**src/xbm_map.vh**
```
// Behaviour
// RULE1: Word and long operands only at even addresses
// RULE2: Odd address gets single-byte transfers only
// RULE3: Eight-bit port splits operands into successive cycles
// RULE4: Devices answer with eight or sixteen bits
// RULE5: Addressed device sets cycle length by acknowledge
// RULE6: Separate address and data strobes are driven
// RULE7: Asynchronous mode synchronises inputs, adding latency; fast cycles still read the data pins unsynchronised
// RULE8: Synchronous mode skips synchroniser, three-clock cycle
// RULE9: Fast termination completes cycle in two clocks
// RULE10: Every input is captured at the sampling edge
// RULE11: Captured levels are resolved before any use; fast cycles use the data pins directly, with no capture stage
// RULE12: Cycles look identical whoever owns the bus
// RULE13: Device returns both acknowledges active low
// RULE14: Byte, word, long operands via size and acknowledges
// RULE15: Size outputs encode bytes remaining in operand
// RULE16: Write data strobe follows address strobe one clock; fast writes assert both strobes together
`ifndef XBM_MAP_VH
`define XBM_MAP_VH

// Operand size codes, same encoding as the size outputs
`define XBM_SIZE_BYTE 2'h1
`define XBM_SIZE_WORD 2'h2
`define XBM_SIZE_THREE 2'h3
`define XBM_SIZE_LONG 2'h0

// Bus cycle states
`define XBM_ST_IDLE 2'h0
`define XBM_ST_ADDR 2'h1
`define XBM_ST_ASRT 2'h2
`define XBM_ST_WAIT 2'h3

// Byte counts
`define XBM_REM_ONE 3'h1
`define XBM_REM_TWO 3'h2
`define XBM_REM_THREE 3'h3
`define XBM_REM_LONG 3'h4

// Pin widths
`define XBM_DATA_W 16
`define XBM_IN_W 18

`endif

```
**src/xbm_bus_master.v**
```verilog
`timescale 1ns/1ns
`include "xbm_map.vh"

// External parallel bus master with dynamic bus sizing
module xbm_bus_master
(
    core_clk,
    rst,
    req_valid,
    req_ready,
    req_addr,
    req_size,
    req_write,
    req_wdata,
    req_space,
    req_async,
    req_fast,
    req_fast_port16,
    req_lock,
    req_lock_keep,
    rsp_valid,
    rsp_err,
    rsp_rdata,
    addr_out,
    space_code,
    xfer_size_hi,
    xfer_size_lo,
    read_not_write,
    addr_strobe_n,
    data_strobe_n,
    locked_rmw_n,
    data_in,
    data_out,
    data_oe_n,
    size_ack_hi_n,
    size_ack_lo_n
);
    input wire core_clk;
    input wire rst;
    input wire req_valid;
    output wire req_ready;
    input wire [31:0] req_addr;
    input wire [1:0] req_size;
    input wire req_write;
    input wire [31:0] req_wdata;
    input wire [3:0] req_space;
    input wire req_async;
    input wire req_fast;
    input wire req_fast_port16;
    input wire req_lock;
    input wire req_lock_keep;
    output reg rsp_valid;
    output reg rsp_err;
    output reg [31:0] rsp_rdata;
    output reg [31:0] addr_out;
    output reg [3:0] space_code;
    output wire xfer_size_hi;
    output wire xfer_size_lo;
    output reg read_not_write;
    output wire addr_strobe_n;
    output wire data_strobe_n;
    output wire locked_rmw_n;
    input wire [`XBM_DATA_W-1:0] data_in;
    output reg [`XBM_DATA_W-1:0] data_out;
    output wire data_oe_n;
    input wire size_ack_hi_n;
    input wire size_ack_lo_n;

    reg [1:0] state_q; // Bus cycle state
    reg [2:0] rem_q; // Bytes left in operand
    reg [31:0] wbuf_q; // Write bytes, next one at top
    reg [31:0] rbuf_q; // Read bytes gathered so far
    reg async_q; // Operand uses synchronised inputs
    reg fast_q; // Operand uses fast termination
    reg fast16_q; // Port width under fast termination
    reg lock_q; // Read-modify-write lock held
    reg keep_q; // Lock survives end of operand
    reg [2:0] take_b; // Bytes moved by this cycle
    reg term_b; // Cycle terminates now
    reg port16_b; // Responding port is sixteen bits
    reg [31:0] rnext_b; // Read buffer after this cycle
    reg [31:0] wnext_b; // Write buffer after this cycle
    reg [31:0] walign_b; // New write operand, left aligned
    reg [2:0] rem_new_b; // Byte count of new operand
    wire [`XBM_IN_W-1:0] lvl; // Resolved input levels
    wire ack_hi; // Resolved acknowledges, active high
    wire ack_lo;
    wire [`XBM_DATA_W-1:0] din; // Resolved data bus
    wire misalign; // Wide operand at odd address
    wire accept; // Request taken this edge

    // Bytes one cycle can move on the port
    function [2:0] xbm_take;
        input a0;
        input [2:0] rem;
        input p16;
        begin
            if (p16 && !a0 && rem >= `XBM_REM_TWO)
                xbm_take = `XBM_REM_TWO;
            else
                xbm_take = `XBM_REM_ONE; // RULE2
        end
    endfunction

    // Operand byte count from the size code
    function [2:0] xbm_count;
        input [1:0] size;
        begin
            case (size)
                `XBM_SIZE_BYTE: xbm_count = `XBM_REM_ONE;
                `XBM_SIZE_WORD: xbm_count = `XBM_REM_TWO;
                `XBM_SIZE_THREE: xbm_count = `XBM_REM_THREE;
                default: xbm_count = `XBM_REM_LONG;
            endcase
        end
    endfunction

    // Input capture and optional synchroniser
    xbm_in_sync u_in_sync
    (
        .core_clk(core_clk),
        .rst(rst),
        .async_mode(async_q),
        .pin_in({size_ack_hi_n, size_ack_lo_n, data_in}),
        .level_out(lvl)
    );

    assign ack_hi = ~lvl[`XBM_IN_W-1]; // RULE13
    assign ack_lo = ~lvl[`XBM_IN_W-2]; // RULE13
    // Fast cycles end one clock after the strobe, before any capture
    // stage has seen the data, so they read the pins directly
    assign din = fast_q ? data_in : lvl[`XBM_DATA_W-1:0]; // RULE9

    // Only even addresses take more than one byte
    assign misalign = req_addr[0] && (req_size != `XBM_SIZE_BYTE); // RULE1
    assign req_ready = (state_q == `XBM_ST_IDLE);
    assign accept = req_valid && req_ready;

    // Size pins carry bytes remaining; four wraps to long code
    assign xfer_size_hi = rem_q[1]; // RULE15
    assign xfer_size_lo = rem_q[0]; // RULE15

    // Address strobe low from assert state until termination
    assign addr_strobe_n = !((state_q == `XBM_ST_ASRT) ||
        (state_q == `XBM_ST_WAIT)); // RULE6
    // Read or fast: both strobes together; other writes: data strobe a clock late
    assign data_strobe_n = !((state_q == `XBM_ST_WAIT) ||
        ((state_q == `XBM_ST_ASRT) &&
        (read_not_write || fast_q))); // RULE16
    assign data_oe_n = !(!read_not_write &&
        ((state_q == `XBM_ST_ASRT) || (state_q == `XBM_ST_WAIT)));
    assign locked_rmw_n = !lock_q;

    // Termination and byte steering for the current cycle
    always @*
    begin
        port16_b = fast_q ? fast16_q : ack_hi; // RULE14
        term_b = 1'b0;
        if (state_q == `XBM_ST_ASRT)
            term_b = fast_q; // RULE9
        else if (state_q == `XBM_ST_WAIT)
            term_b = fast_q || ack_hi || ack_lo; // RULE5
        take_b = xbm_take(addr_out[0], rem_q, port16_b); // RULE3
        // Narrow port and odd byte sit on different lanes
        if (take_b == `XBM_REM_TWO)
            rnext_b = {rbuf_q[15:0], din};
        else if (port16_b && addr_out[0])
            rnext_b = {rbuf_q[23:0], din[7:0]};
        else
            rnext_b = {rbuf_q[23:0], din[15:8]};
        if (take_b == `XBM_REM_TWO)
            wnext_b = {wbuf_q[15:0], 16'h0000};
        else
            wnext_b = {wbuf_q[23:0], 8'h00};
        rem_new_b = xbm_count(req_size);
        case (req_size)
            `XBM_SIZE_BYTE: walign_b = {req_wdata[7:0], 24'h000000};
            `XBM_SIZE_WORD: walign_b = {req_wdata[15:0], 16'h0000};
            `XBM_SIZE_THREE: walign_b = {req_wdata[23:0], 8'h00};
            default: walign_b = req_wdata;
        endcase
    end

    // Cycle sequencer, same whether or not another master owns the bus
    always @(posedge core_clk)
    begin
        if (rst)
        begin
            state_q <= `XBM_ST_IDLE;
            rem_q <= `XBM_REM_ONE;
            wbuf_q <= 32'h00000000;
            rbuf_q <= 32'h00000000;
            async_q <= 1'b0;
            fast_q <= 1'b0;
            fast16_q <= 1'b0;
            lock_q <= 1'b0;
            keep_q <= 1'b0;
            rsp_valid <= 1'b0;
            rsp_err <= 1'b0;
            rsp_rdata <= 32'h00000000;
            addr_out <= 32'h00000000;
            space_code <= 4'h0;
            read_not_write <= 1'b1;
            data_out <= 16'h0000;
        end
        else
        begin
            rsp_valid <= 1'b0;
            case (state_q) // RULE12
                `XBM_ST_IDLE:
                begin
                    if (accept && misalign)
                    begin
                        // Refused without any bus cycle
                        rsp_valid <= 1'b1; // RULE1
                        rsp_err <= 1'b1;
                    end
                    else if (accept)
                    begin
                        state_q <= `XBM_ST_ADDR;
                        addr_out <= req_addr;
                        space_code <= req_space;
                        rem_q <= rem_new_b;
                        wbuf_q <= walign_b;
                        rbuf_q <= 32'h00000000;
                        // Direction only changes between operands
                        read_not_write <= !req_write;
                        async_q <= req_async; // RULE7
                        fast_q <= req_fast;
                        fast16_q <= req_fast_port16;
                        lock_q <= req_lock;
                        keep_q <= req_lock && req_lock_keep;
                    end
                end
                `XBM_ST_ADDR:
                begin
                    state_q <= `XBM_ST_ASRT;
                    // Odd byte copied to both lanes for any port
                    if (addr_out[0])
                        data_out <= {wbuf_q[31:24], wbuf_q[31:24]};
                    else
                        data_out <= wbuf_q[31:16];
                end
                `XBM_ST_ASRT:
                begin
                    if (!term_b)
                        state_q <= `XBM_ST_WAIT; // RULE8
                end
                default:
                begin
                    // Wait state held until acknowledge seen
                end
            endcase
            if (term_b)
            begin
                rbuf_q <= rnext_b;
                wbuf_q <= wnext_b;
                if (rem_q == take_b)
                begin
                    state_q <= `XBM_ST_IDLE;
                    rsp_valid <= 1'b1;
                    rsp_err <= 1'b0;
                    rsp_rdata <= read_not_write ? rnext_b : 32'h00000000;
                    lock_q <= keep_q;
                end
                else
                begin
                    // Further cycle for the remaining bytes
                    state_q <= `XBM_ST_ADDR; // RULE3
                    rem_q <= rem_q - take_b;
                    addr_out <= addr_out + {29'h00000000, take_b};
                end
            end
        end
    end
endmodule // xbm_bus_master

```
**src/xbm_in_sync.v**
```verilog
`timescale 1ns/1ns
`include "xbm_map.vh"

// Input capture for acknowledges and data bus
module xbm_in_sync
(
    core_clk,
    rst,
    async_mode,
    pin_in,
    level_out
);
    input wire core_clk;
    input wire rst;
    input wire async_mode;
    input wire [`XBM_IN_W-1:0] pin_in;
    output wire [`XBM_IN_W-1:0] level_out;

    genvar gi;
    generate
        for (gi = 0; gi < `XBM_IN_W; gi = gi + 1)
        begin : g_bit
            reg smp_q; // Direct capture, used in synchronous mode
            reg meta_q; // First synchroniser stage, read only by res_q
            reg res_q; // Resolved level, asynchronous mode
            // Capture every edge; idle level is high for strobes
            always @(posedge core_clk)
            begin
                if (rst)
                begin
                    smp_q <= 1'b1;
                    meta_q <= 1'b1;
                    res_q <= 1'b1;
                end
                else
                begin
                    smp_q <= pin_in[gi]; // RULE10
                    meta_q <= pin_in[gi]; // RULE7
                    res_q <= meta_q; // RULE11
                end
            end
            // Extra stage costs a clock but makes async inputs safe
            assign level_out[gi] = async_mode ? res_q : smp_q; // RULE8
        end
    endgenerate
endmodule // xbm_in_sync

```
**config.mk**
```make
export PLATFORM = sky130hd
export DESIGN_NAME = xbm_bus_master
export DESIGN_NICKNAME = d
export VERILOG_FILES = /design/src/xbm_bus_master.v /design/src/xbm_in_sync.v
export VERILOG_INCLUDE_DIRS = /design/src /design/src/src
export SDC_FILE = /design/constraint.sdc
export NUM_CORES = 1
export LEC_CHECK = 0
export BUFFER_PORTS_ARGS = -buffer_cell sky130_fd_sc_hd__buf_2
export CAP_MARGIN = 0
export CORE_MARGIN = 4
export CORE_UTILIZATION = 45
export CTS_CLUSTER_DIAMETER = 40
export CTS_CLUSTER_SIZE = 28
export DETAILED_ROUTE_END_ITERATION = 7
export HOLD_SLACK_MARGIN = 0.1
export PLACE_DENSITY_LB_ADDON = 0.15
export RECOVER_POWER = 50
export SLEW_MARGIN = 15
export SYNTH_ARGS = -nofsm -noshare
export SYNTH_HDL_FRONTEND = slang
export SYNTH_SLANG_ARGS = --single-unit
export TNS_END_PERCENT = 20
```
**constraint.sdc**
```tcl
create_clock -name core_clk -period 11.06 [get_ports core_clk]
set_input_delay 1.106 -clock core_clk [delete_from_list [all_inputs] [get_ports core_clk]]
set_output_delay 1.106 -clock core_clk [all_outputs]
set_load 0.05 [all_outputs]
```
; Yosys cells after proc, flatten, opt, wreduce, memory -nomap -nowiden
; Cells that the tools add are included.
[word_totals]
inputBits = 97
elab_cells = 165
reg_bits = 189
[op_classes]
n_addsub = 2
order_cmp = 1
bitwise_logic = 3
n_eq_ne = 12
muxes = 66
n_reduce_logical = 29
[ops]
columns = cell, count
row1 = $mux 32, 12
row2 = $mux 24, 4
row3 = $pmux 32 s3, 1
row4 = $mux 1, 35
row5 = $add 32x3->32, 1
row6 = $mux 16, 1
row7 = $mux 8, 2
row8 = $mux 3, 5
row9 = $logic_and 1x1->1, 9
row10 = $pmux 3 s3, 1
row11 = $reduce_and 3->1, 3
row12 = $eq 2x2->1 const B, 4
row13 = $mux 2, 4
row14 = $logic_not 1->1, 7
row15 = $pmux 2 s3, 1
row16 = $logic_or 1x1->1, 5
row17 = $eq 2x1->1 const B, 2
row18 = $reduce_bool 2->1, 2
row19 = $reduce_bool 4->1, 1
row20 = $eq 3x2->1 const B, 1
row21 = $eq 3x3->1, 1
row22 = $ge 3x2->1 const B, 1
row23 = $ne 3x1->1 const B, 1
row24 = $ne 3x3->1 const B, 1
row25 = other kinds (6), 8

; Depth between registers and ports, before layout
; Gate-level depths: netlist (run 1).
[depth]
depth_word = 9
ltp_mapped = 15

; Hierarchy
; From an unflattened synthesis (run 1), not the netlist that was laid out.
[hier_totals]
hier_cells = 972
hier_area_um2 = 9140.0
[modules_own_cells]
columns = module, cells_each, n_inst, area_per_inst_um2, seq_area_each_um2
row1 = xbm_bus_master, 877, 1, 7911.3, 3062.9
row2 = xbm_in_sync, 95, 1, 1228.7, 720.7

; Worst setup path before layout (run 1)
; OpenSTA, ideal clock, no wires.
[synth_path]
path_kind = register to register
from = register async_q
to = register addr_out[20]
path_slack_ps = 7572
arrival_time_ps = 3396
synth_period_minus_slack_ps = 3488
stages_incl_launch_ff = 16
setup_time_ps = 92
required_time_ps = 10968
path_cell_list = dfxtp_1 > buf_6 > mux2_2 > a2111o_1 > clkbuf_1 > buf_2 > buf_2 > ha_1 > and3b_1 > clkbuf_1 > or4_1 > clkbuf_1 > buf_2 > nor2_1 > a311oi_1 > nor4_1
[synth_between]
elab_chain_len = 9
elab_cells_between_ends = 16
[synth_rtl]
columns = item, line_no
row1 = start: declaration, xbm_bus_master.v:73  ; reg async_q;
row2 = start signal: assignment, xbm_bus_master.v:228  ; async_q <= req_async;
row3 = $mux 1, xbm_in_sync.v:43  ; assign level_out[gi] = async_mode ? res_q : smp_q;
row4 = $not 1->1, xbm_bus_master.v:128  ; assign ack_hi = ~lvl[`XBM_IN_W-1];
row5 = $mux 1, xbm_bus_master.v:157  ; port16_b = fast_q ? fast16_q : ack_hi;
row6 = $logic_and 1x1->1, xbm_bus_master.v:98  ; if (p16 && !a0 && rem >= `XBM_REM_TWO)
row7 = $logic_and 1x1->1 (no source line), n/a
row8 = $mux 2, xbm_bus_master.v:98
row9 = $add 32x3->32 or $eq 3x3->1 (tied branches), "xbm_bus_master.v:271, xbm_bus_master.v:258"
row10 = $mux 32, xbm_bus_master.v:258  ; if (rem_q == take_b)
row11 = $mux 32 (*), xbm_bus_master.v:254  ; if (term_b)
row12 = end signal: assignment, xbm_bus_master.v:221  ; addr_out <= req_addr;
row13 = end signal: assignment, xbm_bus_master.v:271  ; addr_out <= addr_out + {29'h00000000, take_b};
row14 = end: declaration, xbm_bus_master.v:55  ; output reg [31:0] addr_out;
; Every way passes the cells marked *; elsewhere a longest branch is shown, timed or not.
; A chain may end at the register's enable or synchronous reset.

==> flow_summary.json, run 1 <==
{
  "ys_seq_elements": 189,
  "cts-buffers-inserted": 17,
  "clock-skew-final_ns": 0.0135,
  "syn_nets": 1072,
  "cts_buffer_depth": 2,
  "synth.distinct_cells": 60,
  "grt_pass1_vias": 7220,
  "path_common_cell": "clkbuf_1",
  "p_sw_share_pct": 38.3,
  "reg2reg_to": "addr_out[15]",
  "io_pins": 191,
  "antenna_found_initial": 2,
  "grt_pass1_wl_um": 38900,
  "cp.required_ns": 11.35,
  "start_util_pct": 46.1,
  "violations": "capacitance limit, slew limit",
  "gp_congestion": 0.825,
  "fin_crit_ns": 6.21,
  "power_density_nw_per_um2": 204,
  "rows": 50,
  "drt_first_iter_violations": 569,
  "min_path_cells": 1,
  "power.internal_uw": 1290,
  "critical_path.cell_chain": "clkbuf_1 -> clkbuf_1 -> inv_1 -> nand2_1 -> o2bb2ai_1",
  "antenna_cells": 0,
  "p_comb_share_pct": 29.7,
  "async_flop_share_pct": 0,
  "fillCellCount": 1814,
  "area_delta_synth_final_pct": 17.6,
  "die_x_um": 147,
  "maxCapViolations": 2,
  "syn_area_per_cell_um2": 9.00,
  "dieArea_um2": 21600,
  "portBuffers": 190,
  "netlist_instances": 965,
  "cts_tree": "done",
  "worstHoldStart": "u_in_sync.g_bit[12].smp_q",
  "critPathKind": "in2reg",
  "grt_overflow_total": 0,
  "h-tree-depth": 4,
  "p_leak_uw": 0.00397,
  "ys_warn_count": 0,
  "rsz0062_at_grt": "false",
  "cp.arrival_ns": 6.50,
  "start_kind": "primary input",
  "pwr-share-clk_pct": 30.1,
  "track_usage_pct": 21.9,
  "holdPathEnd": "u_in_sync.g_bit[12].res_q",
  "wl_um": 23900,
  "setup_viol": 0,
  "routedWlPerCell_um": 17.3,
  "finalCritPeriodShare_pct": 56.1,
  "synthFlopType": "dfxtp_1",
  "crit_path_end_kind": "flop",
  "drtAntennaViolNets": 0,
  "r2r.worst_path.cells": 9,
  "cts.sinks": 189,
  "r2r_slack_ns": 6.04,
  "holdCritPathClass": "reg2reg",
  "final_max_slew_viol_count": 127,
  "clk_pin_slew_ns": 0.07,
  "seq_area_frac_synth_pct": 43.6,
  "synthesis.area_um2": 8680,
  "slew-limit-headroom_pct": -110,
  "setup-tns-final_ns": 0,
  "layout-drive-gt1-share_pct": 18.3,
  "cts_setup_buffers": 0,
  "routed_via_density": 5.55,
  "drc": 0,
  "cts_root_buffer": "clkbuf_16",
  "r2r_start": "fast_q",
  "nets": 1212,
  "dp_hpwl_um": 16600,
  "critPathMaxFanout": 81,
  "clock.fmax_mhz": 161,
  "utilization_pct": 54.2,
  "cts_hold_buf": 0,
  "hold_viol_final": 0,
  "core_area_um2": 18800,
  "first_pass_iters": 5,
  "tightest_slew_ns": 3.15,
  "worstSkewPairLatency_ns": 0.43,
  "cts.repair.resized": 0,
  "peakVddDrop_mv": 0.106,
  "p_switching_uw": 798,
  "layout_setup_ws_ns": 4.85,
  "dr_total_vias": 7642,
  "seq_power_share_pct": 40.2,
  "grt_max_degree": 82,
  "fp.dieH_um": 147,
  "max_stage_delay_ns": 2.33,
  "status": "finished with violations",
  "synth-edff-count": 0,
  "pre_cts_ws_ns": 6.11,
  "slowest_stage": "clkbuf_1"
}
[cell usage in the layout, fill, tap and decap left out, types with 3 or more instances in the layout]
cell       netlist  final
mux2i_1         83     83
nor4_1          10     10
mux2_2          10     10
nand3_1         37     37
clkbuf_16        0     17
clkbuf_1        45     91
and4_1           3      3
a21oi_1         81     80
or2_2           37     37
nor3_1          14     13
a311oi_1         8      8
nor2b_1          3      3
o21ai_0         42     41
a211oi_1        15     15
a221oi_1        24     24
a31oi_1          9      9
inv_1           15     15
buf_2           21    100
o211ai_1         7      7
dfxtp_1        189    189
buf_4            2      8
a2bb2oi_1        3      3
nand2_1         94     94
and3_1          10     10
a211o_1          3      3
inv_6            0      5
or4_1            4      4
mux4_2           8      8
nor2_1          72     71
nand4_1         14     14
and2_1           6      6
o2bb2ai_1       16     16
a22o_1          16     16
or3_1           13     13
ha_1             9      9
[stage by stage]
step | total power [uW] | area, um2 | std cells | hold slack, ns
final | 2090 | 10200 | 1378 | 0.439
after global routing | 2200 | 10200 | 1378 | 0.458
after CTS | 2110 | 10300 | 1378 | 0.442
after detailed placement | 1480 | 9730 | 1346 | 0.424
after global placement | 1480 | 9730 | 1346 | 0.416
after floorplan | 1320 | 8680 | 965 | 0.409
[worst max-delay path, delay by kind of cell]
kind / cells / cell delay [ns]
AO/OA/AOI/OAI: 1 / 0.13
buffers and inverters: 3 / 4.51
AND/OR/NAND/NOR: 1 / 0.74
[cell usage after synthesis, types with 10 or more instances]
cell type | instances | area, um2
inv_1 | 15 | 56.3
a22o_1 | 16 | 140
and3_1 | 10 | 62.6
clkbuf_1 | 45 | 169
mux2i_1 | 83 | 831
nor4_1 | 10 | 62.6
nand3_1 | 37 | 185
nor2_1 | 72 | 270
a211oi_1 | 15 | 113
o21ai_0 | 42 | 210
mux2_2 | 10 | 113
dfxtp_1 | 189 | 3780
a221oi_1 | 24 | 210
nand2_1 | 94 | 353
a21oi_1 | 81 | 405
or2_2 | 37 | 231
buf_2 | 21 | 105
nand4_1 | 14 | 87.6
o2bb2ai_1 | 16 | 140
or3_1 | 13 | 81.3
nor3_1 | 14 | 70.1
[flip-flops by register name (all words and copies together), names as in the netlist]
register	cells
rsp_err	1
u_in_sync.g_bit.smp_q	15
u_in_sync.g_bit.res_q	18
u_in_sync.g_bit.meta_q	3
rem_q	3
data_out	16
fast16_q	1
lock_q	1
fast_q	1
async_q	1
wbuf_q	32
addr_out	32
rsp_rdata	32
space_code	4
state_q	2
keep_q	1
read_not_write	1
rbuf_q	24
rsp_valid	1
[metal layers]
metal  vias up  track usage (%)  share of wire (%)
met3        18             5.18                5.5
met2       182             34.0                 46
met5         -                0               0.11
li1       3814                -                  -
met1      3624             31.0                 47
met4         4             5.22                1.0
[final cells by class]
cell class	count	area, um2	area share (%)
clock inverters	15	176	1.73
multi-input cells	683	4540	44.5
flip-flops and latches	189	3780	37.0
repair buffers	199	902	8.83
clock buffers	17	425	4.17
inverters	15	56.3	0.551
well taps	260	325	3.19
[worst max-delay path by stage]
stage | startpoint | depth (start not counted) | end | slack (ns)
floorplan | async_q | 15 | addr_out[20] | 7.57
global placement | fast_q | 9 | addr_out[9] | 6.29
detailed placement | fast_q | 9 | addr_out[9] | 6.11
CTS | fast_q | 9 | addr_out[15] | 6.08
global route | rst | 5 | rbuf_q[11] | 4.39
finish | rst | 5 | rbuf_q[9] | 4.85
[power by group through the flow]
stage	Combinational, uW	Sequential (uW)	Clock [uW]
2_1_floorplan	341	975	0
5_1_grt	675	850	670
3_3_place_gp	627	850	0
6_report	620	838	627
4_1_cts	635	836	640
3_5_place_dp	632	851	0
[cell families (layout without fill, tap and decap cells)]
family | count (synthesis) | count (layout) | synth area share (%)
and+or+nand+nor | 328 | 328 | 18.9
AOI/OAI and AO/OA | 241 | 241 | 18.3
DFF | 189 | 189 | 43.6
muxes | 101 | 101 | 12.9
buffers and inverters | 93 | 246 | 4.49
adders and majority gates | 10 | 10 | 1.53
xor gates and xnor gates | 3 | 3 | 0.303
No activity file was read; power rests on OpenSTA's default activity.
==> run 2, diff against run 1 <==
==> constraint.sdc (replaced) <==
create_clock -name core_clk -period 6.3 [get_ports core_clk]
set_input_delay 0.63 -clock core_clk [delete_from_list [all_inputs] [get_ports core_clk]]
set_output_delay 0.63 -clock core_clk [all_outputs]
set_load 0.05 [all_outputs]
==> flow_summary.json, run 2 (synthesis results as in run 1) <==
{
  "cts.repair.resized": 0,
  "utilization_pct": 54.3,
  "holdCritPathClass": "in2reg",
  "crit_path_end_kind": "flop",
  "fin_hold_ws_ns": 0.408,
  "start_util_pct": 46.1,
  "peakVddDrop_mv": 0.192,
  "final_max_slew_viol_count": 0,
  "p_leak_uw": 0.00398,
  "cp.required_ns": 6.61,
  "cts_hold_buf": 0,
  "layout-drive-gt1-share_pct": 18.5,
  "fin_area_um2": 10200,
  "drc": 0,
  "worstSkewPairLatency_ns": 0.43,
  "setup-tns-final_ns": 0,
  "critical_path.cell_chain": "inv_1 -> a2111o_2 -> ha_1 -> and3b_1 -> or4_1 -> nand2_1 -> nor2_1 -> a2111oi_0",
  "rows": 50,
  "maxCapViolations": 0,
  "hold_viol_final": 0,
  "dr_total_vias": 7612,
  "dpl_cell_area_um2": 9740,
  "status": "completed",
  "track_usage_pct": 21.4,
  "cp.arrival_ns": 4.91,
  "routedWlPerCell_um": 17.1,
  "wl_um": 23600,
  "tightest_slew_ns": 1.09,
  "finalCritPeriodShare_pct": 73.1,
  "cts_buffer_depth": 2,
  "cp_top_family": "simple AND/OR/NAND/NOR gates",
  "cts.sinks": 189,
  "drt_first_iter_violations": 523,
  "cts-buffers-inserted": 17,
  "crit_cells": 8,
  "clock-skew-final_ns": 0.0142,
  "min_path_cells": 2,
  "crit_buf_inv": 1,
  "power_density_nw_per_um2": 358,
  "grt_max_degree": 112,
  "fin_crit_ns": 4.61,
  "first_pass_iters": 6,
  "cts_tree": "done",
  "grt_pass1_vias": 7127,
  "drtAntennaViolNets": 0,
  "die_x_um": 147,
  "start_kind": "flop",
  "rsz0062_at_grt": "false",
  "setup_viol": 0,
  "antenna_found_initial": 1,
  "io_pins": 191,
  "r2r.worst_path.cells": 8,
  "max_stage_delay_ns": 0.81,
  "dieArea_um2": 21600,
  "critPathMaxFanout": 23,
  "final_common_cell": "dfxtp_1",
  "antenna_cells": 0,
  "grt_pass1_wl_um": 38200,
  "dp_hpwl_um": 16500,
  "layout_common_cells": "189 x dfxtp_1, 100 x buf_2, 94 x nand2_1",
  "fp.dieH_um": 147,
  "slowest_stage": "or4_1",
  "nets": 1213,
  "cts_root_buffer": "clkbuf_16",
  "cts_setup_buffers": 0,
  "area_delta_synth_final_pct": 17.6,
  "routed_via_density": 5.52,
  "slew-limit-headroom_pct": 26.9,
  "grt_overflow_total": 0,
  "clock.fmax_mhz": 217,
  "gp_congestion": 0.860,
  "portBuffers": 190,
  "power_uw": 3650,
  "core_area_um2": 18800,
  "clk_pin_slew_ns": 0.08,
  "largestRegisters": "addr_out: 32 flops, rsp_rdata: 32 flops, wbuf_q: 32 flops",
  "h-tree-depth": 4,
  "critPathKind": "reg2reg"
}
-- run 2: cell type report --
type                            count  area, um2
Fill cell                        1838       8610
Multi-Input combinational cell    683       4540
Sequential cell                   189       3780
Timing Repair Buffer              200        913
Clock buffer                       18        439
Tap cell                          260        325
Clock inverter                     14        155
Inverter                           15       56.3
-- run 2: path summary, 6_finish.rpt --
kind | start | endpoint | slack, ns
worst max register to register | fast_q | addr_out[9] | 1.69
worst max-delay path | fast_q | addr_out[9] | 1.69
worst min-delay path | size_ack_hi_n | u_in_sync.g_bit[17].smp_q | 0.41
worst min register to register | u_in_sync.g_bit[6].smp_q | u_in_sync.g_bit[6].res_q | 0.44
-- run 2: worst reg2reg max path: cells and delay by family (launching register included) --
| kind | cells | cell delay, ns |
|---|---|---|
| buf+inv | 1 | 0.45 |
| simple gates | 4 | 1.99 |
| flops | 1 | 0.78 |
| fa+ha+maj | 1 | 0.32 |
| compound gates | 2 | 0.94 |
-- run 2: layer usage --
layer | routed length (um) | GRT usage [%]
met1 | 11400 | 31.1
met2 | 10600 | 33.3
met3 | 1310 | 3.89
met4 | 303 | 5.13
met5 | 13 | 0
-- run 2: stage by stage --
stage	setup slack [ns]	cells
after CTS	1.72	1379
after global placement	1.95	1347
after detailed placement	1.79	1347
after global routing	1.42	1379
after floorplan	2.81	965
final	1.69	1379
-- run 2: power by group --
part           total (uW)  internal, uW  switching (uW)
clock                1100           605             491
combinational        1090           328             760
sequential           1470          1330             139
total                3650          2260            1390
==> run 3, diff against run 2 <==
--- a/config.mk
+++ b/config.mk
@@ -6,6 +6,7 @@
 export SDC_FILE = /design/constraint.sdc
 export NUM_CORES = 1
 export LEC_CHECK = 0
+export ABC_AREA = 1
 export BUFFER_PORTS_ARGS = -buffer_cell sky130_fd_sc_hd__buf_2
 export CAP_MARGIN = 0
 export CORE_MARGIN = 4
==> constraint.sdc (replaced) <==
create_clock -name core_clk -period 4.57 [get_ports core_clk]
set_input_delay 0.457 -clock core_clk [delete_from_list [all_inputs] [get_ports core_clk]]
set_output_delay 0.457 -clock core_clk [all_outputs]
set_load 0.05 [all_outputs]
==> flow_summary.json, run 3 <==
{
  "status": "completed",
  "io_pins": 191,
  "rsz0062_at_grt": "false",
  "drc": 0,
  "fillCellCount": 2240,
  "pre_cts_ws_ns": 1.33,
  "critPathKind": "reg2reg",
  "cts_buffer_depth": 2,
  "final_max_slew_viol_count": 0,
  "cp.required_ns": 4.91,
  "clock.fmax_mhz": 306,
  "layout_setup_ws_ns": 1.30,
  "slew-limit-headroom_pct": 11.1,
  "worstSkewPairLatency_ns": 0.44,
  "p_leak_uw": 0.00493,
  "rows": 53,
  "ys_seq_elements": 189,
  "yosysMostFrequentCell": "nand2_1",
  "cts-buffers-inserted": 17,
  "antenna_cells": 0,
  "syn_area_per_cell_um2": 6.67,
  "area_delta_synth_final_pct": 14.1,
  "start_util_pct": 46.3,
  "syn_nets": 1584,
  "cts_setup_buffers": 0,
  "power_density_nw_per_um2": 483,
  "crit_path_end_kind": "flop",
  "seq_area_frac_synth_pct": 38.4,
  "synthesis.area_um2": 9850,
  "cp.arrival_ns": 3.61,
  "clock-skew-final_ns": 0.0120,
  "antenna_found_initial": 1,
  "dp_hpwl_um": 21300,
  "synth.distinct_cells": 42,
  "cts_tree": "done",
  "track_usage_pct": 23.6,
  "die_x_um": 156,
  "synthFlopType": "dfxtp_1",
  "startpoint": "fast_q",
  "cts_root_buffer": "clkbuf_16",
  "first_pass_iters": 5,
  "core_area_um2": 21300,
  "synth_area_leaders": "dfxtp_1 38%, nand2_1 15%, o21ai_0 8.1%",
  "holdCritPathClass": "in2reg",
  "hold_viol_final": 0,
  "ys_warn_count": 0,
  "layout_common_cells": "397 x nand2_1, 189 x dfxtp_1, 160 x o21ai_0",
  "r2r_slack_ns": 1.30,
  "portBuffers": 190,
  "final_common_cell": "nand2_1",
  "dr_total_vias": 9970,
  "cts_hold_buf": 0,
  "gp_congestion": 0.895,
  "setup-tns-final_ns": 0,
  "synth_top_area_share_pct": 38.4,
  "min_path_cells": 2,
  "setup_viol": 0,
  "tightest_slew_ns": 1.33,
  "drt_first_iter_violations": 681,
  "maxCapViolations": 0,
  "fin_crit_ns": 3.27,
  "fp.dieH_um": 156,
  "post-synth-top-area-cell": "dfxtp_1",
  "r2r.worst_path.cells": 15,
  "nets": 1716,
  "clk_pin_slew_ns": 0.08,
  "routed_via_density": 5.26,
  "async_flop_share_pct": 0,
  "h-tree-depth": 4,
  "r2r_start": "fast_q",
  "largestRegisters": "addr_out: 32 flops, rsp_rdata: 32 flops, wbuf_q: 32 flops",
  "synth_common_cells": "398 x nand2_1, 189 x dfxtp_1, 160 x o21ai_0",
  "wl_um": 29800,
  "netlist_instances": 1477,
  "grt_overflow_total": 0,
  "peakVddDrop_mv": 0.214,
  "cts.repair.resized": 0,
  "synth-edff-count": 0,
  "finalCritPeriodShare_pct": 71.5,
  "worstHoldStart": "size_ack_hi_n",
  "grt_pass1_vias": 8952,
  "grt_max_degree": 74,
  "start_kind": "flop",
  "drtAntennaViolNets": 0,
  "dieArea_um2": 24300,
  "critPathMaxFanout": 28,
  "grt_pass1_wl_um": 46800,
  "cts.sinks": 189,
  "layout-drive-gt1-share_pct": 11.2,
  "routedWlPerCell_um": 15.7
}
run 3: changes by cell type in the layout (fill, tap and decap cells not counted), moves of 17 or more:
cell	previous run	this run
mux2i_1	83	2
nor2_1	71	139
a21oi_1	80	55
inv_1	15	121
nand3_1	37	135
o21ai_1	0	21
a221oi_1	24	0
o21ai_0	41	160
nand2_1	94	397
o211ai_1	7	24
run 3: critical path, stage by stage (launching register included):
cell and delay, ns:
dfxtp_1 0.69, inv_4 0.23, or2_1 0.37, nand3_4 0.19
inv_2 0.23, ha_1 0.39, nand2_1 0.05, nand2_1 0.08
nand2_1 0.08, inv_1 0.07, nand2_1 0.05, nor2_1 0.33
nand2_1 0.09, nand2_1 0.07, nand3_1 0.06, and2_1 0.17
run 3: cell type report:
class	count	area, um2	share of cell area [%]
Inverter	132	500	4.45
Sequential cell	189	3780	33.7
Timing Repair Buffer	200	902	8.02
Clock buffer	18	429	3.82
Clock inverter	14	179	1.59
Multi-Input combinational cell	1069	5100	45.4
Tap cell	275	344	3.06
run 3: metrics by stage:
step / cells / hold slack (ns) / utilization (%) / instance area (um2) / power, uW
after floorplan: 1477 / 0.388 / - / 9850 / 3500
after global placement: 1865 / 0.400 / 50.5 / 10800 / 3960
after detailed placement: 1865 / 0.406 / 50.5 / 10800 / 3970
after CTS: 1897 / 0.181 / 53.4 / 11400 / 5490
after global routing: 1897 / 0.178 / 52.8 / 11200 / 5730
final: 1897 / 0.193 / 52.8 / 11200 / 5430
run 3: logic make-up after synthesis:
kind of cell	synth area share, %
simple gates	32.8
buf+inv	9.88
compound gates	15.8
mux	0.203
xor+xnor	1.51
flops	38.4
fa+ha+maj	1.35
run 3: metal layers:
layer  GRT usage [%]  share of wire (%)  vias up
met5               0              0.044        -
met4            7.00                1.9        2
met3            4.49                6.1       38
met2            38.4                 47      310
met1            32.1                 45     4557
li1                -                  -     5063
run 3: final timing paths:
path                          endpoint
max                       addr_out[17]
min          u_in_sync.g_bit[17].smp_q
max reg2reg               addr_out[17]
min reg2reg   u_in_sync.g_bit[6].res_q
run 3: where the power goes:
| group | switching [uW] | internal (uW) | leakage [uW] |
|---|---|---|---|
| registers | 186 | 1850 | 0.00154 |
| clock network | 735 | 788 | 0.000295 |
| logic | 1420 | 450 | 0.00309 |
| total | 2340 | 3090 | 0.00493 |
